==> src/shared/ldf_defines.vh <==
/*
 * Register map, field positions, reset values and codes of the LED dimming,
 * fail-safe and converter control block.
 * Assumes 32-bit Avalon-MM byte addresses and a single 100 MHz system clock.
 */
`ifndef LDF_DEFINES_VH
`define LDF_DEFINES_VH

// region codes (address bits 8:7) and byte addresses
`define LDF_REGION_DUTY_HIGH   2'h0
`define LDF_REGION_DUTY_LOW    2'h1
`define LDF_REGION_CURRENT     2'h2
`define LDF_ADDR_ENABLE        9'h180
`define LDF_ADDR_FS_MAP        9'h184
`define LDF_ADDR_CONFIG        9'h188
`define LDF_ADDR_CONV_SEL      9'h18C
`define LDF_ADDR_CONV_RESULT   9'h190
`define LDF_ADDR_STATUS        9'h194

// config fields
`define LDF_CFG_EXP            0
`define LDF_CFG_RES12          1
`define LDF_CFG_SHARED         2
`define LDF_CFG_PHASE          3
`define LDF_CFG_FREQ_LSB       4
`define LDF_CFG_ONE_ALL        8

// status fields
`define LDF_ST_DONE            0
`define LDF_ST_FS_A            1
`define LDF_ST_FS_B            2
`define LDF_ST_FAILSAFE        3
`define LDF_ST_LOWCUR          4

// reset values
`define LDF_RST_RES12          1'b1
`define LDF_RST_FREQ           4'h0
`define LDF_RST_CURRENT        6'h00

// converter codes and channel count
`define LDF_CONV_MAX_OUTPUT_VOLTAGE_CHANNEL        5'h06
`define LDF_CONV_RESERVED      5'h07
`define LDF_CONV_FIRST_OUT     5'h08
`define LDF_NUM_CHANNELS       5'h18

`endif

==> src/rtl/ldf_dimming_ctrl.v <==
/*
 * LED dimming, fail-safe takeover and converter handshake control for a
 * 24-channel output stage, with an Avalon-MM register slave.
 * Assumes all inputs synchronous to clk_sys_in; nonvolatile defaults arrive as
 * static input buses; the analog converter answers start with a done pulse.
 */
// The implementer's own choices: the placing of the registers and the Avalon-MM slave port.
`timescale 1ns/100ps
`include "ldf_defines.vh"

module ldf_dimming_ctrl #(
    parameter             NCH           = 24,
    parameter             EXP_LUT_VALID = 0,
    parameter [3071:0]    EXP_LUT       = 3072'h0
) (
    // clock and reset
    input  wire           clk_sys_in,
    input  wire           resetn_in,
    // avalon-mm slave
    input  wire [8:0]     avs_address_in,
    input  wire           avs_read_in,
    input  wire           avs_write_in,
    input  wire [31:0]    avs_writedata_in,
    input  wire [3:0]     avs_byteenable_in,
    output reg  [31:0]    avs_readdata_out,
    output wire           avs_waitrequest_out,
    // nonvolatile defaults
    input  wire           nvm_exp_curve_select_in,
    input  wire [3:0]     nvm_dimming_frequency_field_in,
    input  wire [191:0]   nvm_duty_high_byte_in,
    input  wire [95:0]    nvm_duty_low_nibble_in,
    input  wire [143:0]   nvm_channel_current_step_in,
    input  wire [23:0]    nvm_channel_output_enable_in,
    input  wire [23:0]    nvm_failsafe_input_map_in,
    // fail-safe and fault
    input  wire           failsafe_active_in,
    input  wire           failsafe_input_a_in,
    input  wire           failsafe_input_b_in,
    input  wire           fault_event_in,
    output reg            fault_pin_out,
    output reg            low_current_mode_out,
    // channel outputs
    output wire [287:0]   channel_duty_out,
    output wire [23:0]    channel_full_on_out,
    output wire [23:0]    channel_output_on_out,
    output wire [143:0]   channel_current_step_out,
    output wire [3:0]     dimming_frequency_field_out,
    output wire           phase_shift_select_out,
    // converter handshake
    output reg            conv_start_out,
    output reg  [4:0]     conv_channel_out,
    input  wire           conv_done_in,
    input  wire [7:0]     conv_result_in
);

    localparam CV_IDLE  = 2'd0;
    localparam CV_WAIT  = 2'd1;
    localparam CV_SCAN  = 2'd2;
    localparam CV_SWAIT = 2'd3;

    reg           ack;
    reg           boot_pending;
    reg           fs_q;
    reg           exp_sel;
    reg           res12;
    reg           shared_sel;
    reg           phase_sel;
    reg  [3:0]    freq;
    reg           one_all;
    reg  [23:0]   enables;
    reg  [23:0]   fs_map;
    reg  [4:0]    conv_sel;
    reg  [7:0]    conv_result;
    reg           conv_done;
    reg           conv_pend;
    reg  [1:0]    cv_state;
    reg  [4:0]    scan_idx;
    reg  [7:0]    scan_max;
    reg  [31:0]   rd_mux;

    wire [191:0]  high_flat;
    wire [95:0]   low_flat;
    wire [12:0]   ap_first;
    wire          req      = avs_read_in | avs_write_in;
    wire          wr_go    = avs_write_in & ack;
    wire          rd_go    = avs_read_in & ack;
    wire          fs_entry = failsafe_active_in & ~fs_q;
    wire [4:0]    idx      = avs_address_in[6:2];
    wire [23:0]   sel_hot  = 24'h000001 << idx;
    wire          in_chan  = (avs_address_in[8:7] != 2'h3) && (idx < `LDF_NUM_CHANNELS);
    wire [31:0]   bmask    = {{8{avs_byteenable_in[3]}}, {8{avs_byteenable_in[2]}},
                              {8{avs_byteenable_in[1]}}, {8{avs_byteenable_in[0]}}};
    wire [31:0]   wv       = (avs_writedata_in & bmask) | (rd_mux & ~bmask);
    wire          wr_cfg   = wr_go && (avs_address_in == `LDF_ADDR_CONFIG);
    wire          wr_sel   = wr_go && (avs_address_in == `LDF_ADDR_CONV_SEL);
    wire          rd_res   = rd_go && (avs_address_in == `LDF_ADDR_CONV_RESULT);
    wire          shared_clear = wr_cfg & shared_sel & ~wv[`LDF_CFG_SHARED];

    // duty code from the duty registers; bit 12 marks fully on
    function [12:0] ldf_duty_code;
        input [7:0] h;
        input [3:0] l;
        input       e;
        input       r;
        reg   [12:0] t;
        begin
            t = {7'h00, 1'b1, h[4:0]} << h[7:5];
            if (e) begin
                if (EXP_LUT_VALID != 0)
                    ldf_duty_code = {(h == 8'hFF), EXP_LUT[h*12 +: 12]};
                else
                    ldf_duty_code = {(h == 8'hFF), t[12:1] - 12'h010};
            end else if (r) begin
                ldf_duty_code = {(h == 8'hFF) && (l == 4'hF), h, l};
            end else begin
                ldf_duty_code = {(h == 8'hFF), h, 4'h0};
            end
        end
    endfunction

    // avalon handshake: one wait state, request completes at the second edge
    assign avs_waitrequest_out = req & ~ack;

    always @(posedge clk_sys_in or negedge resetn_in) begin
        if (!resetn_in) begin
            ack              <= 1'b0;
            avs_readdata_out <= 32'h00000000;
        end else begin
            ack <= req & ~ack;
            if (avs_read_in & ~ack)
                avs_readdata_out <= rd_mux;
        end
    end

    // read-back mux, also feeds byte-lane merging on writes
    always @* begin
        rd_mux = 32'h00000000;
        if (in_chan) begin
            case (avs_address_in[8:7])
                `LDF_REGION_DUTY_HIGH: rd_mux[7:0] = high_flat[idx*8 +: 8];
                `LDF_REGION_DUTY_LOW:  rd_mux[3:0] = low_flat[idx*4 +: 4];
                default:               rd_mux[5:0] = channel_current_step_out[idx*6 +: 6];
            endcase
        end else begin
            case (avs_address_in)
                `LDF_ADDR_ENABLE:      rd_mux[23:0] = enables;
                `LDF_ADDR_FS_MAP:      rd_mux[23:0] = fs_map;
                `LDF_ADDR_CONFIG:      rd_mux[8:0]  = {one_all, freq, phase_sel, shared_sel, res12, exp_sel};
                `LDF_ADDR_CONV_SEL:    rd_mux[4:0]  = conv_sel;
                `LDF_ADDR_CONV_RESULT: rd_mux[7:0]  = conv_result;
                `LDF_ADDR_STATUS:      rd_mux[4:0]  = {low_current_mode_out, failsafe_active_in,
                                                       failsafe_input_b_in, failsafe_input_a_in,
                                                       conv_done};
                default:               rd_mux = 32'h00000000;
            endcase
        end
    end

    // global configuration, enables, map, fail-safe reload and fault mode
    always @(posedge clk_sys_in or negedge resetn_in) begin
        if (!resetn_in) begin
            boot_pending         <= 1'b1;
            fs_q                 <= 1'b0;
            exp_sel              <= 1'b0;
            res12                <= `LDF_RST_RES12;
            shared_sel           <= 1'b0;
            phase_sel            <= 1'b0;
            freq                 <= `LDF_RST_FREQ;
            one_all              <= 1'b0;
            enables              <= 24'h000000;
            fs_map               <= 24'h000000;
            low_current_mode_out <= 1'b0;
            fault_pin_out        <= 1'b0;
        end else begin
            fs_q         <= failsafe_active_in;
            boot_pending <= 1'b0;
            if (boot_pending | fs_entry) begin
                exp_sel <= nvm_exp_curve_select_in;
                freq    <= nvm_dimming_frequency_field_in;
            end else if (wr_cfg) begin
                exp_sel <= wv[`LDF_CFG_EXP];
                freq    <= wv[`LDF_CFG_FREQ_LSB +: 4];
            end
            if (fs_entry) begin
                enables <= nvm_channel_output_enable_in;
                fs_map  <= nvm_failsafe_input_map_in;
            end else begin
                if (wr_go && (avs_address_in == `LDF_ADDR_ENABLE))
                    enables <= wv[23:0];
                if (wr_go && (avs_address_in == `LDF_ADDR_FS_MAP))
                    fs_map <= wv[23:0];
            end
            if (wr_cfg) begin
                res12      <= wv[`LDF_CFG_RES12];
                shared_sel <= wv[`LDF_CFG_SHARED];
                phase_sel  <= wv[`LDF_CFG_PHASE];
                one_all    <= wv[`LDF_CFG_ONE_ALL];
            end
            // fault mode latches until reset
            if (one_all & fault_event_in)
                low_current_mode_out <= 1'b1;
            fault_pin_out <= fault_event_in | low_current_mode_out;
        end
    end

    assign dimming_frequency_field_out = freq;
    assign phase_shift_select_out      = phase_sel;

    // per-channel duty, current and output state
    genvar n;
    generate
        for (n = 0; n < NCH; n = n + 1) begin : g_ch
            reg  [7:0]  high;
            reg  [3:0]  low;
            reg  [5:0]  cur;
            reg  [12:0] ap;
            reg  [12:0] duty_q;
            reg         on_q;
            wire        hit = in_chan & sel_hot[n];

            always @(posedge clk_sys_in or negedge resetn_in) begin
                if (!resetn_in) begin
                    high   <= 8'h00;
                    low    <= 4'h0;
                    cur    <= `LDF_RST_CURRENT;
                    ap     <= 13'h0000;
                    duty_q <= 13'h0000;
                    on_q   <= 1'b0;
                end else begin
                    if (fs_entry) begin
                        high <= nvm_duty_high_byte_in[n*8 +: 8];
                        low  <= nvm_duty_low_nibble_in[n*4 +: 4];
                        cur  <= nvm_channel_current_step_in[n*6 +: 6];
                        ap   <= ldf_duty_code(nvm_duty_high_byte_in[n*8 +: 8],
                                              nvm_duty_low_nibble_in[n*4 +: 4],
                                              nvm_exp_curve_select_in, res12);
                    end else begin
                        if (wr_go && hit && (avs_address_in[8:7] == `LDF_REGION_DUTY_HIGH)) begin
                            high <= wv[7:0];
                            ap   <= ldf_duty_code(wv[7:0], low, exp_sel, res12);
                        end else if (shared_clear) begin
                            ap <= ap_first;
                        end
                        if (wr_go && hit && (avs_address_in[8:7] == `LDF_REGION_DUTY_LOW))
                            low <= wv[3:0];
                        if (wr_go && hit && (avs_address_in[8:7] == `LDF_REGION_CURRENT))
                            cur <= wv[5:0];
                    end
                    duty_q <= shared_sel ? ap_first : ap;
                    if (failsafe_active_in)
                        on_q <= fs_map[n] ? failsafe_input_b_in : failsafe_input_a_in;
                    else
                        on_q <= enables[n];
                end
            end

            assign high_flat[n*8 +: 8]                = high;
            assign low_flat[n*4 +: 4]                 = low;
            assign channel_current_step_out[n*6 +: 6] = cur;
            assign channel_duty_out[n*12 +: 12]       = duty_q[11:0];
            assign channel_full_on_out[n]             = duty_q[12];
            assign channel_output_on_out[n]           = on_q;
            if (n == 0) begin : g_first
                assign ap_first = ap;
            end
        end
    endgenerate

    // converter control: manual, reserved and max-output scan
    always @(posedge clk_sys_in or negedge resetn_in) begin
        if (!resetn_in) begin
            conv_sel         <= 5'h00;
            conv_result      <= 8'h00;
            conv_done        <= 1'b0;
            conv_pend        <= 1'b0;
            cv_state         <= CV_IDLE;
            scan_idx         <= 5'h00;
            scan_max         <= 8'h00;
            conv_start_out   <= 1'b0;
            conv_channel_out <= 5'h00;
        end else begin
            conv_start_out <= 1'b0;
            if (wr_sel)
                conv_sel <= wv[4:0];
            if (wr_sel | rd_res)
                conv_pend <= 1'b1;
            case (cv_state)
                CV_IDLE: begin
                    if (conv_pend & ~wr_sel & ~rd_res) begin
                        conv_pend <= 1'b0;
                        conv_done <= 1'b0;
                        if (conv_sel == `LDF_CONV_RESERVED) begin
                            conv_result <= 8'h00;
                            conv_done   <= 1'b1;
                        end else if (conv_sel == `LDF_CONV_MAX_OUTPUT_VOLTAGE_CHANNEL) begin
                            scan_idx <= 5'h00;
                            scan_max <= 8'h00;
                            cv_state <= CV_SCAN;
                        end else begin
                            conv_start_out   <= 1'b1;
                            conv_channel_out <= conv_sel;
                            cv_state         <= CV_WAIT;
                        end
                    end
                end
                CV_WAIT: begin
                    if (conv_done_in) begin
                        conv_result <= conv_result_in;
                        conv_done   <= 1'b1;
                        cv_state    <= CV_IDLE;
                    end
                end
                CV_SCAN: begin
                    if (scan_idx == `LDF_NUM_CHANNELS) begin
                        conv_result <= scan_max;
                        conv_done   <= 1'b1;
                        cv_state    <= CV_IDLE;
                    end else if (enables[scan_idx]) begin
                        conv_start_out   <= 1'b1;
                        conv_channel_out <= `LDF_CONV_FIRST_OUT + scan_idx;
                        cv_state         <= CV_SWAIT;
                    end else begin
                        scan_idx <= scan_idx + 5'h01;        // disabled channels skipped
                    end
                end
                CV_SWAIT: begin
                    if (conv_done_in) begin
                        if (conv_result_in > scan_max)
                            scan_max <= conv_result_in;
                        scan_idx <= scan_idx + 5'h01;
                        cv_state <= CV_SCAN;
                    end
                end
                default: cv_state <= CV_IDLE;
            endcase
        end
    end

endmodule // ldf_dimming_ctrl

==> config.mk <==
export PLATFORM = sky130hd
export DESIGN_NAME = ldf_dimming_ctrl
export DESIGN_NICKNAME = d
export VERILOG_FILES = /design/src/rtl/ldf_dimming_ctrl.v
export VERILOG_INCLUDE_DIRS = /design/src /design/src/shared
export SDC_FILE = /design/constraint.sdc
export NUM_CORES = 2
export LEC_CHECK = 0
export BUFFER_PORTS_ARGS = -buffer_cell sky130_fd_sc_hd__buf_2
export CORE_AREA = 3 3 414 416
export CTS_CLUSTER_SIZE = 12
export DETAILED_ROUTE_END_ITERATION = 8
export DIE_AREA = 0 0 417 419
export PLACE_DENSITY = 0.71
export SYNTH_ARGS = -nofsm -noshare
export SYNTH_HDL_FRONTEND = slang
export SYNTH_SLANG_ARGS = --single-unit
==> constraint.sdc <==
create_clock -name clk_sys_in -period 4.2 [get_ports clk_sys_in]
set_clock_uncertainty 0.1 [all_clocks]
set_input_delay 0.84 -clock clk_sys_in [delete_from_list [all_inputs] [get_ports clk_sys_in]]
set_output_delay 0.84 -clock clk_sys_in [all_outputs]
set_load 0.005 [all_outputs]
==> results by group <==
STA
  – Max Slew Vio Count: 0
  – Slew at the pin closest to its max-slew limit: ~1.5 ns
  – Final Hold Viols: 0
  – Part of the cycle the worst path needs: 102%
  – Slew HR: between 3 and 4%
  – Unrepaired setup endpoints after global routing: true
  – Min cycle time layout: 4.27 ns
  – Fmax: approximately 230 MHz
  – Endpoints failing setup: 11
  – WHS: approximately 0.11 ns
  – Setup WS post-layout: -0.0717 ns

Logic synthesis
  – Seq/Total Area, Yosys: 43.8%
  – Top-count cell post-synth: dfrtp_1
  – Seq cells post-synth: 1202
  – Asr flop ratio synth: 100%
  – Mapped Area: ~70000 um2
  – Yosys warning count: 0
  – Commonest cells in the netlist: 1200 x dfrtp_1, 1128 x o21ai_0, 945 x a21oi_1
  – EDFF count, synth: 0
  – Post-synthesis cell type with the largest combined area: dfrtp_1
  – Area contributors post-synth: dfrtp_1 44%, o21ai_0 8.2%, a21oi_1 6.9%, mux2i_1 5.5%, a22oi_1 4.1%
  – Synth top area share: 43.7%
  – Syn avg cell area: roughly 8.5 um2
  – Synth Instances: slightly above 8000
  – Distinct cell type count after synthesis: 98
  – Ys flop type: dfrtp_1

Final layout
  – Nets: about 10000
  – Layout cell share with drive strength beyond 1: between 20% and 30%
  – Fillers: around 16000
  – Area Overhead vs Synth: 27.0%
  – Fin area: approximately 87000 um2
  – Non-filler instance count after layout: roughly 12000

Critical path
  – Crit end category: register
  – Crit-path slowest cell: mux4_2
  – WP data required: roughly 4.8 ns
  – CP startpoint kind: input pin
  – Critical path's most frequent cell: buf_12
  – WS Path Type: input pin to register
  – Worst-path maximum fanout: 9
  – WP data arrival: approximately 5 ns
  – Crit path largest cell delay: roughly 0.54 ns
  – CP cell instances: buf_6 > buf_12 > buf_12 > mux4_2 > a22oi_2 > buf_4 > nand4_1 > buf_4 > o21ai_4 > a32oi_2 > o211ai_1 > o31ai_2 > inv_1 > ha_2 > inv_2 > a31oi_4 > o21ai_4 > or4_4 > nand3_4 > buf_12 > clkbuf_16 > a31oi_4

Clock network
  – # clock sinks: around 1200
  – Clock Tree Buf Depth: 3
  – Total CTS buffers: 143
  – Clk pin slew, worst setup/hold paths: approximately 0.06 ns
  – TritonCTS clock tree: built
  – H-tree depth: 4
  – Clk_lat worst skew: between 0.8 and 0.9 ns
  – Clk root buf: clkbuf_16

Pwr
  – Static Leakage: roughly 40 nW
  – Worst VDD drop: slightly below 0.0005 V
  – Final Power: around 39 mW
  – Pwr Density: about 440 nW/um2

Route
  – Avg WL per Cell: 35.6 um
  – Initial DRT Pass Iterations: 8
  – WL final: ~420000 um
  – Vias: slightly below 80000
  – DRC viols: 0
  – Initial DRC count: roughly 12000
  – Vias per cell: around 6.5
  – Antenna Nets Post-Route: 0

Place
  – Placed Instance Area: between 80000 and 90000 um2
  – Final GP Congestion: 1.06
  – Cells after DPL: between 10000 and 15000
  – Detail Placement HPWL: 324000 um
  – Worst slack at placement: -1.31 ns
  – Port Buf Inserts: roughly 1100

Floorplanning
  – Row Count: 150
  – Starting density of the core: approximately two fifths
  – Top Ports: about 1100
  – Die X: between 400 and 500 um
  – Core area: approximately 170000 um2
  – Die Y: approximately 420 um
  – Die footprint: roughly 170000 um2

Worst hold path
  – Worst hold path class: input pin to register

Run
  – Max Cap Violations: 0

Global routing
  – First-pass GRT wire length: about 570000 um
  – Antenna violations before repair: 150
  – All-Layer GR Usage: between 40% and 50%
  – Grt ovf: 0
  – Largest net degree at the start of global routing: about 130
  – Vias in the first global route: about 71000

Outcome
  – Violated checks: setup timing
  – Status: complete, but fails checks
[placed cells by master (no fill, tap or decap), types with 23 or more instances in the layout]
cell type	instances
and2_1	25
nand4_1	88
ha_1	38
a221o_1	29
nand3_1	212
mux2i_1	372
xnor2_1	73
nand2_1	728
o22ai_1	60
buf_4	724
nor2_1	721
inv_1	326
a22oi_1	373
mux2_2	44
xor2_1	23
clkbuf_16	146
a31oi_1	63
o21ai_0	1126
buf_2	1051
buf_12	112
dfrtp_1	1192
nor3_1	52
diode_2	107
a221oi_1	118
a21oi_1	940
nor2b_1	24
o211ai_1	41
clkbuf_1	32
nand2b_1	64
a211oi_1	45
mux4_2	42
[timing repair]
action / in CTS / in global routing
cloned: 1 / 2
buffers inserted: 5 / 10
hold buffers: 1 / 0
pin swaps: 9 / 26
endpoints found under the setup margin: 97 / 109
gates resized for setup: 14 / 60
endpoints found under the hold margin: 1 / 0
[worst max-delay path: cells and delay by family]
| family | cells | cell delay [ns] |
|---|---|---|
| AO/OA/AOI/OAI | 8 | 1.38 |
| adder cells (fa/ha/maj) | 1 | 0.17 |
| buffers and inverters | 9 | 1.23 |
| multiplexers | 1 | 0.54 |
| AND/OR/NAND/NOR | 3 | 0.67 |
[power breakdown]
part | internal, mW | total (mW) | switching [mW]
registers | 13.4 | 15.1 | 1.73
clock network | 7.69 | 13.3 | 5.57
logic | 3.87 | 10.2 | 6.36
[metal layers]
| layer | routed length [um] | global-route usage, % | vias up |
|---|---|---|---|
| met1 | 158000 | 59.6 | 37600 |
| met3 | 58300 | 17.7 | 1261 |
| met2 | 171000 | 64.7 | 6186 |
| li1 | - | - | 31800 |
| met4 | 31100 | 29.2 | 36 |
| met5 | 257 | 0 | - |
[cells by family (layout without fill, tap and decap cells)]
group | Yosys count | after routing | share of synthesized area [%]
adders and majority gates | 39 | 39 | 0.710
AOI/OAI and AO/OA | 3100 | 3100 | 26.9
muxes | 463 | 463 | 7.59
and+or+nand+nor | 2069 | 2069 | 13.3
buffers and inverters | 1088 | 2483 | 6.45
DFF | 1202 | 1202 | 43.8
xor gates and xnor gates | 96 | 96 | 1.22
other | 1 | 116 | 0.00546
[through the flow]
stage	TNS (ns)	util (%)
6_report	-0.451	52.1
5_1_grt	-0.771	52.1
4_1_cts	0	51.7
3_5_place_dp	-299.91	48.6
3_3_place_gp	-299.03	48.6
2_1_floorplan	-1.61	-
[worst paths after layout]
path | startpoint | to | slack, ns | cells after the start
setup / recovery | avs_address_in[2] | g_ch[10].ap[8] | -0.07 | 22
hold / removal | nvm_channel_output_enable_in[0] | enables[0] | 0.11 | 3
setup reg to reg | g_ch[14].high[3] | g_ch[10].ap[8] | -0.07 | 19
hold reg to reg | g_ch[22].ap[3] | g_ch[22].ap[3] | 0.37 | 2
max in group asynchronous | resetn_in | g_ch[15].low[1] | 1.96 | 3
min in group asynchronous | resetn_in | g_ch[14].on_q | 0.38 | 2
[registers in the layout, indices dropped and copies added, names as in the netlist, 2 cells and up]
| name | flops |
|---|---|
| g_ch.ap | 299 |
| g_ch.duty_q | 312 |
| ap_first | 13 |
| g_ch.cur | 144 |
| conv_channel_out | 5 |
| enables | 24 |
| g_ch.on_q | 24 |
| cv_state | 2 |
| g_ch.high | 192 |
| g_ch.low | 96 |
| conv_sel | 5 |
| fs_map | 24 |
| scan_max | 8 |
| conv_result | 8 |
| dimming_frequency_field_out | 4 |
| scan_idx | 5 |
| avs_readdata_out | 24 |
[layout make-up]
cell class	count	area [um2]	share of cell area, %
Antenna cell	107	268	0.307
Clock buffer	198	4030	4.61
Clock inverter	55	867	0.993
Inverter	330	1240	1.42
Multi-Input combinational cell	5776	34900	40.0
Sequential cell	1202	30100	34.5
Tap cell	2204	2760	3.16
Timing Repair Buffer	1900	13200	15.1
Power figures use the tool's default switching activity.
